## src/shared/pgen_pkg.sv

```systemverilog
// Constants, register layout and state encoding of the test pattern generator.
package pgen_pkg;

  // ----------------------------------------------------------------
  // Register page offsets (index within the indirect page) and page numbers
  // ----------------------------------------------------------------
  localparam logic [3:0] IDX_CONTROL = 4'h1;
  localparam logic [3:0] IDX_PATTERN_CONFIG = 4'h2;
  localparam logic [3:0] IDX_CHANNEL_TYPE = 4'h3;
  localparam logic [3:0] IDX_LINE_BYTES_HIGH = 4'h4;
  localparam logic [3:0] IDX_LINE_BYTES_LOW = 4'h5;
  localparam logic [3:0] IDX_BAR_WIDTH_HIGH = 4'h6;
  localparam logic [3:0] IDX_BAR_WIDTH_LOW = 4'h7;
  localparam logic [3:0] IDX_ACTIVE_LINES_HIGH = 4'h8;
  localparam logic [3:0] IDX_ACTIVE_LINES_LOW = 4'h9;
  localparam logic [3:0] IDX_TOTAL_LINES_HIGH = 4'ha;
  localparam logic [3:0] IDX_TOTAL_LINES_LOW = 4'hb;
  localparam logic [3:0] IDX_LINE_PERIOD_HIGH = 4'hc;
  localparam logic [3:0] IDX_LINE_PERIOD_LOW = 4'hd;
  localparam logic [3:0] IDX_BACK_PORCH = 4'he;
  localparam logic [3:0] IDX_FRONT_PORCH = 4'hf;
  localparam logic [3:0] COLOUR_PAGE = 4'h1;
  localparam logic [3:0] CONTROL_PAGE = 4'h0;

  // ----------------------------------------------------------------
  // Field positions
  // ----------------------------------------------------------------
  localparam int GEN_ON_BIT = 0;
  localparam int FIXED_COLOUR_BIT = 7;
  localparam int BAR_COUNT_HI = 5;
  localparam int BAR_COUNT_LO = 4;
  localparam int BLOCK_SIZE_HI = 3;
  localparam int BLOCK_SIZE_LO = 0;
  localparam int VC_HI = 7;
  localparam int VC_LO = 6;
  localparam int DT_HI = 5;
  localparam int DT_LO = 0;

  // ----------------------------------------------------------------
  // Reset values
  // ----------------------------------------------------------------
  localparam logic [7:0] PAGE_RESET [16] = '{
    8'h00, 8'h00, 8'h33, 8'h24, 8'h07, 8'h80, 8'h00, 8'hf0,
    8'h01, 8'he0, 8'h02, 8'h0d, 8'h0c, 8'h67, 8'h21, 8'h0a
  };
  localparam logic [7:0] COLOUR_RESET [16] = '{
    8'haa, 8'h33, 8'hf0, 8'h7f, 8'h55, 8'hcc, 8'h0f, 8'h00,
    8'h00, 8'h00, 8'h00, 8'h00, 8'h00, 8'h00, 8'h00, 8'h00
  };

  // ----------------------------------------------------------------
  // Packet codes and timing
  // ----------------------------------------------------------------
  localparam logic [5:0] DT_FRAME_START = 6'h00;
  localparam logic [5:0] DT_FRAME_END = 6'h01;
  localparam int CLK_PERIOD_NS = 10;
  localparam int LINE_TICK_NS = 10;
  localparam int TICK_CYCLES = (LINE_TICK_NS + CLK_PERIOD_NS - 1) / CLK_PERIOD_NS;
  localparam int TIMER_W = 20;

  // ----------------------------------------------------------------
  // Generator states
  // ----------------------------------------------------------------
  typedef enum logic [2:0] {
    st_off = 3'b001,
    st_wait = 3'b010,
    st_send = 3'b100
  } gen_state_t;

endpackage

```

## src/core/colour_byte_memory.sv

```systemverilog
// Colour byte store with one write port and two registered read ports.
`timescale 1ns/1ps
module colour_byte_memory #(
  parameter int WIDTH = 8,
  parameter int DEPTH = 16,
  parameter int ADDR_W = 4
) (
  input wire logic clk_sys, // System clock.
  input wire logic rst_n, // Synchronous reset, active low.
  input wire logic wr_en, // Write strobe.
  input wire logic [ADDR_W-1:0] wr_index, // Write index.
  input wire logic [WIDTH-1:0] wr_data, // Write data.
  input wire logic [ADDR_W-1:0] host_index, // Register read index.
  output logic [WIDTH-1:0] host_rdata, // Register read data.
  input wire logic [ADDR_W-1:0] pat_index, // Pattern read index.
  output logic [WIDTH-1:0] pat_rdata // Pattern read data.
);

  logic [WIDTH-1:0] mem [DEPTH];

  // ----------------------------------------------------------------
  // Storage
  // ----------------------------------------------------------------
  always_ff @(posedge clk_sys) begin
    if (!rst_n) begin
      for (int i = 0; i < DEPTH; i++) begin
        mem[i] <= WIDTH'(pgen_pkg::COLOUR_RESET[i]);
      end
    end else if (wr_en) begin
      mem[wr_index] <= wr_data;
    end
  end

  // ----------------------------------------------------------------
  // Read ports
  // ----------------------------------------------------------------
  always_ff @(posedge clk_sys) begin
    if (!rst_n) begin
      host_rdata <= '0;
      pat_rdata <= '0;
    end else begin
      host_rdata <= mem[host_index];
      pat_rdata <= mem[pat_index];
    end
  end

endmodule

```

## src/core/csi2_test_pattern_generator.sv

```systemverilog
// Test pattern generator building frames of packets from its register page.
`timescale 1ns/1ps
// Summary of operation
// - Config bit 7 picks colour bars (0) or fixed colour (1); resets 0.
// - Config bits 5:4 give one, two, four or eight bars per line.
// - Config bits 3:0 give fixed colour block size, 1 to 15, with 0 taken as 1.
// - Channel bits 7:6 go into the virtual channel of every packet.
// - Type bits 5:0 go into the packet data type; reset 0x24.
// - Active line length in bytes from two bytes, 1920 by default.
// - Bar width applies to all bars but the last, which takes the rest.
// - Active lines per frame from two bytes, 480 by default.
// - Total lines per frame including blanking, from two bytes.
// - Line period in 10 ns units from two bytes, 31.75 us default.
// - Control bit 0 starts the generator when set, stops it when clear.
// - Back and front porch give blank lines around the active lines.
// - Colour bytes feed bar n or byte n of the fixed pattern.
module csi2_test_pattern_generator (
  input wire logic clk_sys, // System clock, 100 MHz.
  input wire logic rst_n, // Synchronous reset, active low.
  input wire logic [7:0] reg_addr, // Indirect page offset.
  input wire logic reg_wr, // Write strobe.
  input wire logic [7:0] reg_wdata, // Write data.
  input wire logic reg_rd, // Read strobe.
  output logic [7:0] reg_rdata, // Read data.
  output logic reg_rvalid, // Read data valid pulse.
  output logic pkt_valid, // Packet header pulse.
  output logic pkt_short, // Header is a short packet.
  output logic [7:0] pkt_data_id, // Channel and data type.
  output logic [15:0] pkt_word_count, // Payload byte count.
  output logic byte_valid, // Payload byte valid.
  output logic [7:0] byte_data, // Payload byte.
  output logic byte_last, // Last payload byte of a line.
  output logic generator_active // Generator running.
);

  // ----------------------------------------------------------------
  // Helpers
  // ----------------------------------------------------------------
  function automatic logic [15:0] join16(input logic [7:0] hi, input logic [7:0] lo);
    join16 = {hi, lo};
  endfunction

  // ----------------------------------------------------------------
  // Register page
  // ----------------------------------------------------------------
  logic [7:0] page [16];

  wire page_hit = (reg_addr[7:4] == pgen_pkg::CONTROL_PAGE) && (reg_addr[3:0] != 4'h0);
  wire colour_hit = (reg_addr[7:4] == pgen_pkg::COLOUR_PAGE);
  wire page_write = reg_wr && page_hit;
  wire colour_write = reg_wr && colour_hit;

  always_ff @(posedge clk_sys) begin
    if (!rst_n) begin
      for (int i = 0; i < 16; i++) begin
        page[i] <= pgen_pkg::PAGE_RESET[i];
      end
    end else if (page_write) begin
      page[reg_addr[3:0]] <= reg_wdata;
    end
  end

  wire [7:0] control_byte = page[pgen_pkg::IDX_CONTROL];
  wire [7:0] config_byte = page[pgen_pkg::IDX_PATTERN_CONFIG];
  wire [7:0] channel_byte = page[pgen_pkg::IDX_CHANNEL_TYPE];
  wire generator_on = control_byte[pgen_pkg::GEN_ON_BIT];
  wire fixed_colour_select = config_byte[pgen_pkg::FIXED_COLOUR_BIT];
  wire [1:0] bar_count_code = config_byte[pgen_pkg::BAR_COUNT_HI:pgen_pkg::BAR_COUNT_LO];
  wire [3:0] block_size = config_byte[pgen_pkg::BLOCK_SIZE_HI:pgen_pkg::BLOCK_SIZE_LO];
  wire [1:0] packet_virtual_channel = channel_byte[pgen_pkg::VC_HI:pgen_pkg::VC_LO];
  wire [5:0] packet_data_type = channel_byte[pgen_pkg::DT_HI:pgen_pkg::DT_LO];
  wire [15:0] active_line_bytes = join16(page[pgen_pkg::IDX_LINE_BYTES_HIGH],
    page[pgen_pkg::IDX_LINE_BYTES_LOW]);
  wire [15:0] bar_width_bytes = join16(page[pgen_pkg::IDX_BAR_WIDTH_HIGH],
    page[pgen_pkg::IDX_BAR_WIDTH_LOW]);
  wire [15:0] active_line_count = join16(page[pgen_pkg::IDX_ACTIVE_LINES_HIGH],
    page[pgen_pkg::IDX_ACTIVE_LINES_LOW]);
  wire [15:0] total_line_count = join16(page[pgen_pkg::IDX_TOTAL_LINES_HIGH],
    page[pgen_pkg::IDX_TOTAL_LINES_LOW]);
  wire [15:0] line_period_ticks = join16(page[pgen_pkg::IDX_LINE_PERIOD_HIGH],
    page[pgen_pkg::IDX_LINE_PERIOD_LOW]);
  wire [7:0] vertical_back_porch_lines = page[pgen_pkg::IDX_BACK_PORCH];
  wire [7:0] vertical_front_porch_lines = page[pgen_pkg::IDX_FRONT_PORCH];

  // ----------------------------------------------------------------
  // Read pipeline
  // ----------------------------------------------------------------
  logic rd_pend;
  logic rd_colour;
  logic [7:0] rd_page_value;
  logic [7:0] host_rdata;

  wire [7:0] page_read_value = page_hit ? page[reg_addr[3:0]] : 8'h00;

  always_ff @(posedge clk_sys) begin
    if (!rst_n) begin
      rd_pend <= 1'b0;
      rd_colour <= 1'b0;
      rd_page_value <= 8'h00;
      reg_rvalid <= 1'b0;
      reg_rdata <= 8'h00;
    end else begin
      rd_pend <= reg_rd;
      rd_colour <= colour_hit;
      rd_page_value <= page_read_value;
      reg_rvalid <= rd_pend;
      if (rd_pend) begin
        reg_rdata <= rd_colour ? host_rdata : rd_page_value;
      end
    end
  end

  // ----------------------------------------------------------------
  // Frame geometry
  // ----------------------------------------------------------------
  wire [19:0] period_cycles = 20'(line_period_ticks) * 20'(pgen_pkg::TICK_CYCLES);
  wire [16:0] first_active = 17'(vertical_back_porch_lines) + 17'h0_0001;
  wire [16:0] active_end = first_active + 17'(active_line_count);
  wire [16:0] frame_end_line = active_end + 17'(vertical_front_porch_lines);
  wire [3:0] bar_limit = 4'((5'h01 << bar_count_code) - 5'h01);
  wire [3:0] block_limit = (block_size == 4'h0) ? 4'h0 : block_size - 4'h1;

  // ----------------------------------------------------------------
  // Sequencer
  // ----------------------------------------------------------------
  pgen_pkg::gen_state_t state;
  pgen_pkg::gen_state_t next_state;
  logic [19:0] line_timer;
  logic [19:0] next_line_timer;
  logic [15:0] line_index;
  logic [15:0] next_line_index;
  logic [15:0] byte_index;
  logic [15:0] next_byte_index;
  logic [15:0] bar_bytes;
  logic [15:0] next_bar_bytes;
  logic [3:0] bar_index;
  logic [3:0] next_bar_index;
  logic [3:0] block_index;
  logic [3:0] next_block_index;
  logic next_pkt_valid;
  logic next_pkt_short;
  logic [5:0] next_pkt_type;

  wire [16:0] line_wide = 17'(line_index);
  wire line_boundary = (line_timer == 20'h0_0000);
  wire period_done = (21'(line_timer) + 21'h00_0001) >= 21'(period_cycles);
  wire last_line = (line_index + 16'h0001) >= total_line_count;
  wire in_active = (line_wide >= first_active) && (line_wide < active_end);
  wire sending = (state == pgen_pkg::st_send);
  wire last_byte = (byte_index + 16'h0001) >= active_line_bytes;
  wire bar_done = (bar_bytes + 16'h0001) >= bar_width_bytes;
  wire [3:0] pattern_index = fixed_colour_select ? block_index : bar_index;

  always_comb begin
    next_state = state;
    next_line_timer = line_timer;
    next_line_index = line_index;
    next_byte_index = byte_index;
    next_bar_bytes = bar_bytes;
    next_bar_index = bar_index;
    next_block_index = block_index;
    next_pkt_valid = 1'b0;
    next_pkt_short = 1'b0;
    next_pkt_type = packet_data_type;
    case (state)
      pgen_pkg::st_off: begin
        next_line_timer = 20'h0_0000;
        next_line_index = 16'h0000;
        if (generator_on) begin
          next_state = pgen_pkg::st_wait;
        end
      end
      default: begin
        next_line_timer = period_done ? 20'h0_0000 : line_timer + 20'h0_0001;
        if (line_boundary) begin
          next_line_index = last_line ? 16'h0000 : line_index + 16'h0001;
        end
        if (sending) begin
          next_byte_index = byte_index + 16'h0001;
          if (bar_done && (bar_index != bar_limit)) begin
            next_bar_index = bar_index + 4'h1;
            next_bar_bytes = 16'h0000;
          end else begin
            next_bar_bytes = bar_bytes + 16'h0001;
          end
          next_block_index = (block_index >= block_limit) ? 4'h0 : block_index + 4'h1;
          if (last_byte) begin
            next_state = pgen_pkg::st_wait;
          end
        end else if (line_boundary) begin
          if (line_index == 16'h0000) begin
            next_pkt_valid = 1'b1;
            next_pkt_short = 1'b1;
            next_pkt_type = pgen_pkg::DT_FRAME_START;
          end else if (in_active) begin
            next_pkt_valid = 1'b1;
            next_byte_index = 16'h0000;
            next_bar_bytes = 16'h0000;
            next_bar_index = 4'h0;
            next_block_index = 4'h0;
            if (active_line_bytes != 16'h0000) begin
              next_state = pgen_pkg::st_send;
            end
          end else if (line_wide == frame_end_line) begin
            next_pkt_valid = 1'b1;
            next_pkt_short = 1'b1;
            next_pkt_type = pgen_pkg::DT_FRAME_END;
          end
        end
        if (!generator_on) begin
          next_state = pgen_pkg::st_off;
          next_pkt_valid = 1'b0;
        end
      end
    endcase
  end

  always_ff @(posedge clk_sys) begin
    if (!rst_n) begin
      state <= pgen_pkg::st_off;
      line_timer <= 20'h0_0000;
      line_index <= 16'h0000;
      byte_index <= 16'h0000;
      bar_bytes <= 16'h0000;
      bar_index <= 4'h0;
      block_index <= 4'h0;
    end else begin
      state <= next_state;
      line_timer <= next_line_timer;
      line_index <= next_line_index;
      byte_index <= next_byte_index;
      bar_bytes <= next_bar_bytes;
      bar_index <= next_bar_index;
      block_index <= next_block_index;
    end
  end

  // ----------------------------------------------------------------
  // Output registers
  // ----------------------------------------------------------------
  always_ff @(posedge clk_sys) begin
    if (!rst_n) begin
      pkt_valid <= 1'b0;
      pkt_short <= 1'b0;
      pkt_data_id <= 8'h00;
      pkt_word_count <= 16'h0000;
      byte_valid <= 1'b0;
      byte_last <= 1'b0;
      generator_active <= 1'b0;
    end else begin
      pkt_valid <= next_pkt_valid;
      pkt_short <= next_pkt_short;
      if (next_pkt_valid) begin
        pkt_data_id <= {packet_virtual_channel, next_pkt_type};
        pkt_word_count <= next_pkt_short ? 16'h0000 : active_line_bytes;
      end
      byte_valid <= sending && generator_on;
      byte_last <= sending && generator_on && last_byte;
      generator_active <= (next_state != pgen_pkg::st_off);
    end
  end

  // ----------------------------------------------------------------
  // Colour bytes
  // ----------------------------------------------------------------
  colour_byte_memory #(
    .WIDTH(8),
    .DEPTH(16),
    .ADDR_W(4)
  ) colour_store (
    .clk_sys(clk_sys),
    .rst_n(rst_n),
    .wr_en(colour_write),
    .wr_index(reg_addr[3:0]),
    .wr_data(reg_wdata),
    .host_index(reg_addr[3:0]),
    .host_rdata(host_rdata),
    .pat_index(pattern_index),
    .pat_rdata(byte_data)
  );

endmodule

```

## config.mk

```make
export PLATFORM = sky130hd
export DESIGN_NAME = csi2_test_pattern_generator
export DESIGN_NICKNAME = d
export VERILOG_FILES = /design/src/shared/pgen_pkg.sv /design/src/core/colour_byte_memory.sv /design/src/core/csi2_test_pattern_generator.sv
export SDC_FILE = /design/constraint.sdc
export NUM_CORES = 1
export LEC_CHECK = 0
export BUFFER_PORTS_ARGS = -buffer_cell sky130_fd_sc_hd__clkbuf_2
export CAP_MARGIN = 20
export CORE_ASPECT_RATIO = 1.75
export CORE_MARGIN = 4
export CORE_UTILIZATION = 29
export CTS_CLUSTER_SIZE = 25
export DETAILED_ROUTE_END_ITERATION = 6
export GPL_TIMING_DRIVEN = 1
export HOLD_SLACK_MARGIN = 0.05
export PLACE_DENSITY = 0.54
export RECOVER_POWER = 25
export SYNTH_ARGS = -nofsm -noshare
export SYNTH_HDL_FRONTEND = slang
export SYNTH_SLANG_ARGS = --single-unit
```

## constraint.sdc

```tcl
create_clock -name clk_sys -period 8.8 [get_ports clk_sys]
set_input_delay 1.32 -clock clk_sys [delete_from_list [all_inputs] [get_ports clk_sys]]
set_output_delay 1.32 -clock clk_sys [all_outputs]
set_load 0.02 [all_outputs]
```

== After elaboration in Yosys (flattened, before gate mapping) ==
Memory sizes are Yosys's and may differ from the RTL's. A register that Yosys moved wholly into a read port is not among the register bits.
Index checks and enable logic that the tools add are counted.

* Register bits: 119
* Input port bits: 20
* Memory bits (writable): 256
* Memories: 2

{| class="wikitable"
|+ Memory list
! memory !! depth !! bits a word !! rd ports !! clocked after Yosys merged registers in !! wr ports !! line !! source
|-
| colour_store.mem || 16 || 8 || 2 || 2 || 16 || colour_byte_memory.sv:19 || <nowiki>logic [WIDTH-1:0] mem [DEPTH];</nowiki>
|-
| page || 16 || 8 || 16 || 1 || 16 || csi2_test_pattern_generator.sv:46 || <nowiki>logic [7:0] page [16];</nowiki>
|}

* Bitwise operators: 2
* Multiplexer cells: 58
* Equality and inequality tests: 8
* Shift-type cells: 1
* $lt $le $gt $ge: 7
* Reductions and logical operators: 25
* Add/subtract/negate cells: 12

{| class="wikitable"
|+ Operators with widths
! cell !! count
|-
| $mux W16 || 8
|-
| $add A16 B1 Y16 const B || 3
|-
| $ge A16 B16 Y1 || 3
|-
| $mux W4 || 11
|-
| $mux W6 || 6
|-
| $mux W3 || 9
|-
| $mux W8 || 3
|-
| $add A20 B1 Y21 const B || 1
|-
| $ge A21 B16 Y1 || 1
|-
| $mux W1 || 21
|-
| $add A20 B1 Y20 const B || 1
|-
| $logic_not A20 Y1 || 1
|-
| $add A17 B8 Y17 || 1
|-
| $add A9 B16 Y17 || 1
|-
| $eq A16 B17 Y1 || 1
|-
| $lt A16 B17 Y1 || 1
|-
| $ge A16 B9 Y1 || 1
|-
| $logic_not A16 Y1 || 1
|-
| $reduce_bool A16 Y1 || 1
|-
| $reduce_or A8 Y1 || 2
|-
| $add A8 B1 Y9 const B || 1
|-
| $add A4 B1 Y4 const B || 2
|-
| $logic_not A4 Y1 || 2
|-
| $sub A4 B1 Y4 const B || 2
|-
| other kinds (19) || 29
|}

== Depth between registers and ports, before layout ==
An unclocked memory read counts as a cell.

* Depth in word-level cells: 12
* Depth in mapped cells: 26
* Mapped depth without buffers: 24

== Hierarchy ==
A second synthesis with hierarchy kept.

* Cell total of the unflattened synthesis: 2105
* Area, all modules: 23004.6 µm²

{| class="wikitable"
|+ Modules (own cells, without submodules)
! module !! area each (µm²) !! sequential area each (µm²) !! times used !! cells an instance
|-
| csi2_test_pattern_generator || 15518.6 || 6386.1 || 1 || 1532
|-
| colour_byte_memory || 7485.9 || 4164.0 || 1 || 573
|}

== Worst setup path before layout ==
No wires, ideal clock.

* Path kind: register to register
* Start: memory page[14][4]
* End: register byte_index[13]
* Arrival: 4.822 ns
* Stages on the path, launching flop included: 26
* Library setup time: 0.064 ns
* Path slack: 3.914 ns
* Required time: 8.736 ns
* Path buffers: 3
* Cell sequence: edfxtp_1 > and3_1 > nand3_1 > nor2_1 > xor2_1 > ha_1 > clkbuf_1 > a211o_1 > o21a_4 > o21ai_1 > xnor2_1 > inv_1 > ha_1 > o21ai_0 > o21ai_0 > nand3_1 > nor3_1 > a2111oi_0 > a21oi_1 > o22ai_1 > a22oi_1 > and2_0 > clkbuf_1 > buf_2 > nor2_1 > nor2_1

{| class="wikitable"
|+ RTL lines
! what !! line !! source
|-
| from (decl) || csi2_test_pattern_generator.sv:46 ||
|-
| to (signal assigned) || csi2_test_pattern_generator.sv:231 || <nowiki>byte_index <= next_byte_index;</nowiki>
|-
| to (decl) || csi2_test_pattern_generator.sv:132 || <nowiki>logic [15:0] byte_index;</nowiki>
|}

==> implementation parameters <==
Parameter                              Value

Global route
  Antenna violations before repair ... 2
  Global Route Usage Sum ... 0.1698
  Via count of the first global-routing pass ... 16498
  First-pass GRT wire length ... 105.5 mm
  Largest net degree at the start of global routing ... 45
  Overflow left after global routing ... 0

Route
  Via density per instance ... 5.192
  Remaining DRCs ... 0
  Vias ... 16075
  Number of nets still failing antenna checks after routing ... 0
  Wire length reported by the detailed router ... 70.99 mm
  Routed WL per cell ... 22.93 um
  First drt pass iteration count ... 5
  Number of violations reported at the end of detailed-routing iteration 0 ... 1223

CTS
  Post-CTS setup-driven buffer insertion count ... 0
  CTS-repair resized insts ... 0
  Clock buffer count from CTS ... 41
  Root Buffer Master ... sky130_fd_sc_hd__clkbuf_16
  H-tree levels ... 2
  Hold-fix buffers, CTS ... 0
  Number of clock sinks ... 399
  CTS tree ... done
  Reg clk slew, reported paths ... 0.07 ns
  Insertion delay of the later-clocked pin in the worst-skew pair ... 0.61 ns
  Number of buffers between clock root and the deepest sink ... 3

Final layout
  Fraction of final layout cells sized beyond drive strength 1 ... 0.1273
  Combined flip-flop and latch cell area ... 10550 um^2
  FILL cells ... 7714
  Syn-to-layout area delta ... 13.26%
  Area used by multi-input combinational logic ... 11200 um^2
  Post-layout util ... 0.3305
  Final #Nets ... 2173
  Finished Cell Area ... 25520 um^2
  Finished Layout Cells ... 3096

Logic synthesis
  Synth unique cells ... 76
  Proportion of netlist area held by the largest area contributor ... 0.3412
  Synthesis warning total ... 0
  Sequential cell area fraction in the yosys report ... 0.4683
  Leading register cell type out of synthesis ... sky130_fd_sc_hd__edfxtp_1
  Main area contributors after synthesis ... sky130_fd_sc_hd__edfxtp_1 34%, sky130_fd_sc_hd__dfxtp_1 13%, sky130_fd_sc_hd__mux4_2 11%
  Cell area after synthesis ... 22530 um^2
  Number of synthesized flops with an enable pin ... 256
  Cell with the most instances after synthesis ... sky130_fd_sc_hd__edfxtp_1
  Commonest cells in the synthesized netlist ... 256 x sky130_fd_sc_hd__edfxtp_1, 163 x sky130_fd_sc_hd__and2_1, 143 x sky130_fd_sc_hd__dfxtp_1
  Post-synthesis instance total ... 1979
  Average instance area after synthesis ... 11.38 um^2
  Post-synthesis cell type with the largest combined area ... sky130_fd_sc_hd__edfxtp_1
  Async set or reset register ratio after synthesis ... 0
  Register bit count reported by yosys ... 399

Min path
  Min-delay worst type ... reg2reg

Worst setup path
  Start of the worst register-to-register path ... page[14][0]
  Critical path capture point ... block_index[2]
  Arrival time of the worst setup path ... 6.97 ns
  Peak fanout along the critical path ... 28
  Number of cells on the worst reg-to-reg path ... 22
  Kind of end point of the critical path ... flop
  Endpoint of the worst register-to-register path ... block_index[2]
  Setup slack of the most critical reg-to-reg path ... 2.34 ns
  WS Path Type ... reg2reg
  Worst setup SP type ... flop
  Data required time at the worst endpoint ... 9.31 ns
  Launch point of the critical path ... page[14][0]

Power and ir drop
  Pwr dens ... 177.4 nW/um^2
  Largest vdd supply drop ... 151.6 uV
  Leakage power ... 9.659 nW

STA
  Final sum of negative setup slack ... 0 ns
  Achievable frequency ... 0.1549 GHz
  Minimum clock period ... 6.457 ns
  Max Clock Skew ... 0.04705 ns
  Period Utilization, post-route ... 0.7337
  Transition at the pin with the smallest max-transition slack ... 2.830 ns
  Final hold violation count ... 0
  Max transition margin ... -0.9067
  RSZ-0062 raised after global routing ... no
  Number of failing setup endpoints in the final timing report ... 0
  Max-slew violations ... 80

Die
  I/O pins ... 66
  Horizontal die dimension ... 218.7 um
  Area of the placeable core ... 77190 um^2
  Number of placement rows ... 135
  Area of the die ... 82380 um^2
  Effective utilization at floorplan ... 0.2918
  Die extent in y ... 376.7 um

Run status
  Result of the run ... complete, but fails checks
  Violated checks ... max-capacitance violations, max-slew violations

Placed design
  Post-DP HPWL ... 53.04 mm
  Post-place instance area ... 24130 um^2
  Placed insts ... 3014
  GP Congestion ... 0.8711
  Number of buffers inserted by port buffering ... 65

Run
  Max_cap viols ... 3
## layout by cell type (no fill, tap or decap), types with 66 or more instances in the layout
cell / instances
sky130_fd_sc_hd__a21oi_1: 66
sky130_fd_sc_hd__nor2_1: 113
sky130_fd_sc_hd__mux4_2: 112
sky130_fd_sc_hd__xnor2_1: 68
sky130_fd_sc_hd__dfxtp_1: 143
sky130_fd_sc_hd__edfxtp_1: 256
sky130_fd_sc_hd__and2_1: 141
sky130_fd_sc_hd__o21ai_0: 80
sky130_fd_sc_hd__ha_1: 117
sky130_fd_sc_hd__inv_1: 109
## worst min-delay path by stage
stage / startpoint / end / slack [ns] / cells past startpoint
floorplan: line_timer[0] / line_timer[0] / 0.44 / 1
global placement: pkt_word_count[15] / pkt_word_count[15] / 0.46 / 1
detailed placement: pkt_data_id[0] / pkt_data_id[0] / 0.46 / 1
CTS: pkt_data_id[0] / pkt_data_id[0] / 0.48 / 1
global route: pkt_data_id[5] / pkt_data_id[5] / 0.50 / 1
finish: pkt_data_id[0] / pkt_data_id[0] / 0.47 / 1
## cells by family after synthesis
group	Yosys count	synth area share
compound gates	314	0.09236
xor+xnor	110	0.04277
fa+ha+maj	119	0.06676
buf+inv	225	0.03832
flops	399	0.4683
mux	139	0.1241
other cells	1	0.0001665
simple gates	672	0.1672
## worst max-delay path, cell delays in order (launching register included)
cell and delay [ns]:
sky130_fd_sc_hd__edfxtp_1 0.44, sky130_fd_sc_hd__ha_1 0.34, sky130_fd_sc_hd__inv_1 0.08, sky130_fd_sc_hd__fa_1 0.43, sky130_fd_sc_hd__nand2b_1 0.18, sky130_fd_sc_hd__a21oi_1 0.41
sky130_fd_sc_hd__o21a_4 0.27, sky130_fd_sc_hd__o21ai_1 0.10, sky130_fd_sc_hd__xnor2_1 0.33, sky130_fd_sc_hd__inv_1 0.08, sky130_fd_sc_hd__ha_1 0.30, sky130_fd_sc_hd__o21ai_0 0.10
sky130_fd_sc_hd__o21ai_0 0.31, sky130_fd_sc_hd__nand4_1 0.19, sky130_fd_sc_hd__nor3_1 0.16, sky130_fd_sc_hd__a2111oi_0 0.09, sky130_fd_sc_hd__a21oi_1 0.69, sky130_fd_sc_hd__o22ai_1 0.18
sky130_fd_sc_hd__a22oi_1 0.22, sky130_fd_sc_hd__buf_4 0.30, sky130_fd_sc_hd__and2_0 0.78, sky130_fd_sc_hd__o21ai_0 0.25, sky130_fd_sc_hd__o21ai_0 0.14
## through the flow
step | power [W] | setup slack, ns | hold WS, ns
detailed placement | 0.002675 | 2.404 | 0.4608
floorplan | 0.002482 | 3.914 | 0.4444
global placement | 0.002662 | 2.549 | 0.4596
finish | 0.004526 | 2.343 | 0.4728
global route | 0.004672 | 1.791 | 0.4998
CTS | 0.004565 | 2.409 | 0.4771
## power by group
| part | switching, W | leakage [nW] | total [W] | internal [W] |
|---|---|---|---|---|
| Combinational | 0.000304 | 5.32 | 0.000509 | 0.000205 |
| Clock | 0.000803 | 0.710 | 0.00189 | 0.00109 |
| Sequential | 0.0000627 | 3.63 | 0.00213 | 0.00206 |
| Total | 0.00117 | 9.66 | 0.00453 | 0.00336 |
## registers in the layout (all words and copies together) (netlist names), 8 cells and up
| signal | flops |
|---|---|
| pkt_word_count | 16 |
| byte_index | 16 |
| reg_rdata | 8 |
| pkt_data_id | 8 |
| page | 128 |
| colour_store.pat_rdata | 8 |
| colour_store.mem | 128 |
| line_timer | 20 |
| bar_bytes | 16 |
| line_index | 16 |
| rd_page_value | 8 |
| colour_store.host_rdata | 8 |
## per-layer routing
layer | vias to the layer above | track usage | wire, um
met1 | 8004 | 0.1781 | 25070
met2 | 482 | 0.3179 | 37760
li1 | 7418 | - | -
met4 | 0 | 0.1032 | 5121
met3 | 171 | 0.02208 | 3046
met5 | - | 0 | 0
## area by class of cell
type                       instances  share of cell area
multi-input combinational       1366              0.4390
sequential                       399              0.4135
tap                             1027             0.05036
clock buffer                      48             0.04325
timing repair buffer             114             0.02364
inverter                         112             0.01648
clock inverter                    27             0.01353
antenna                            3           0.0002942
Power figures use the tool's default switching activity.
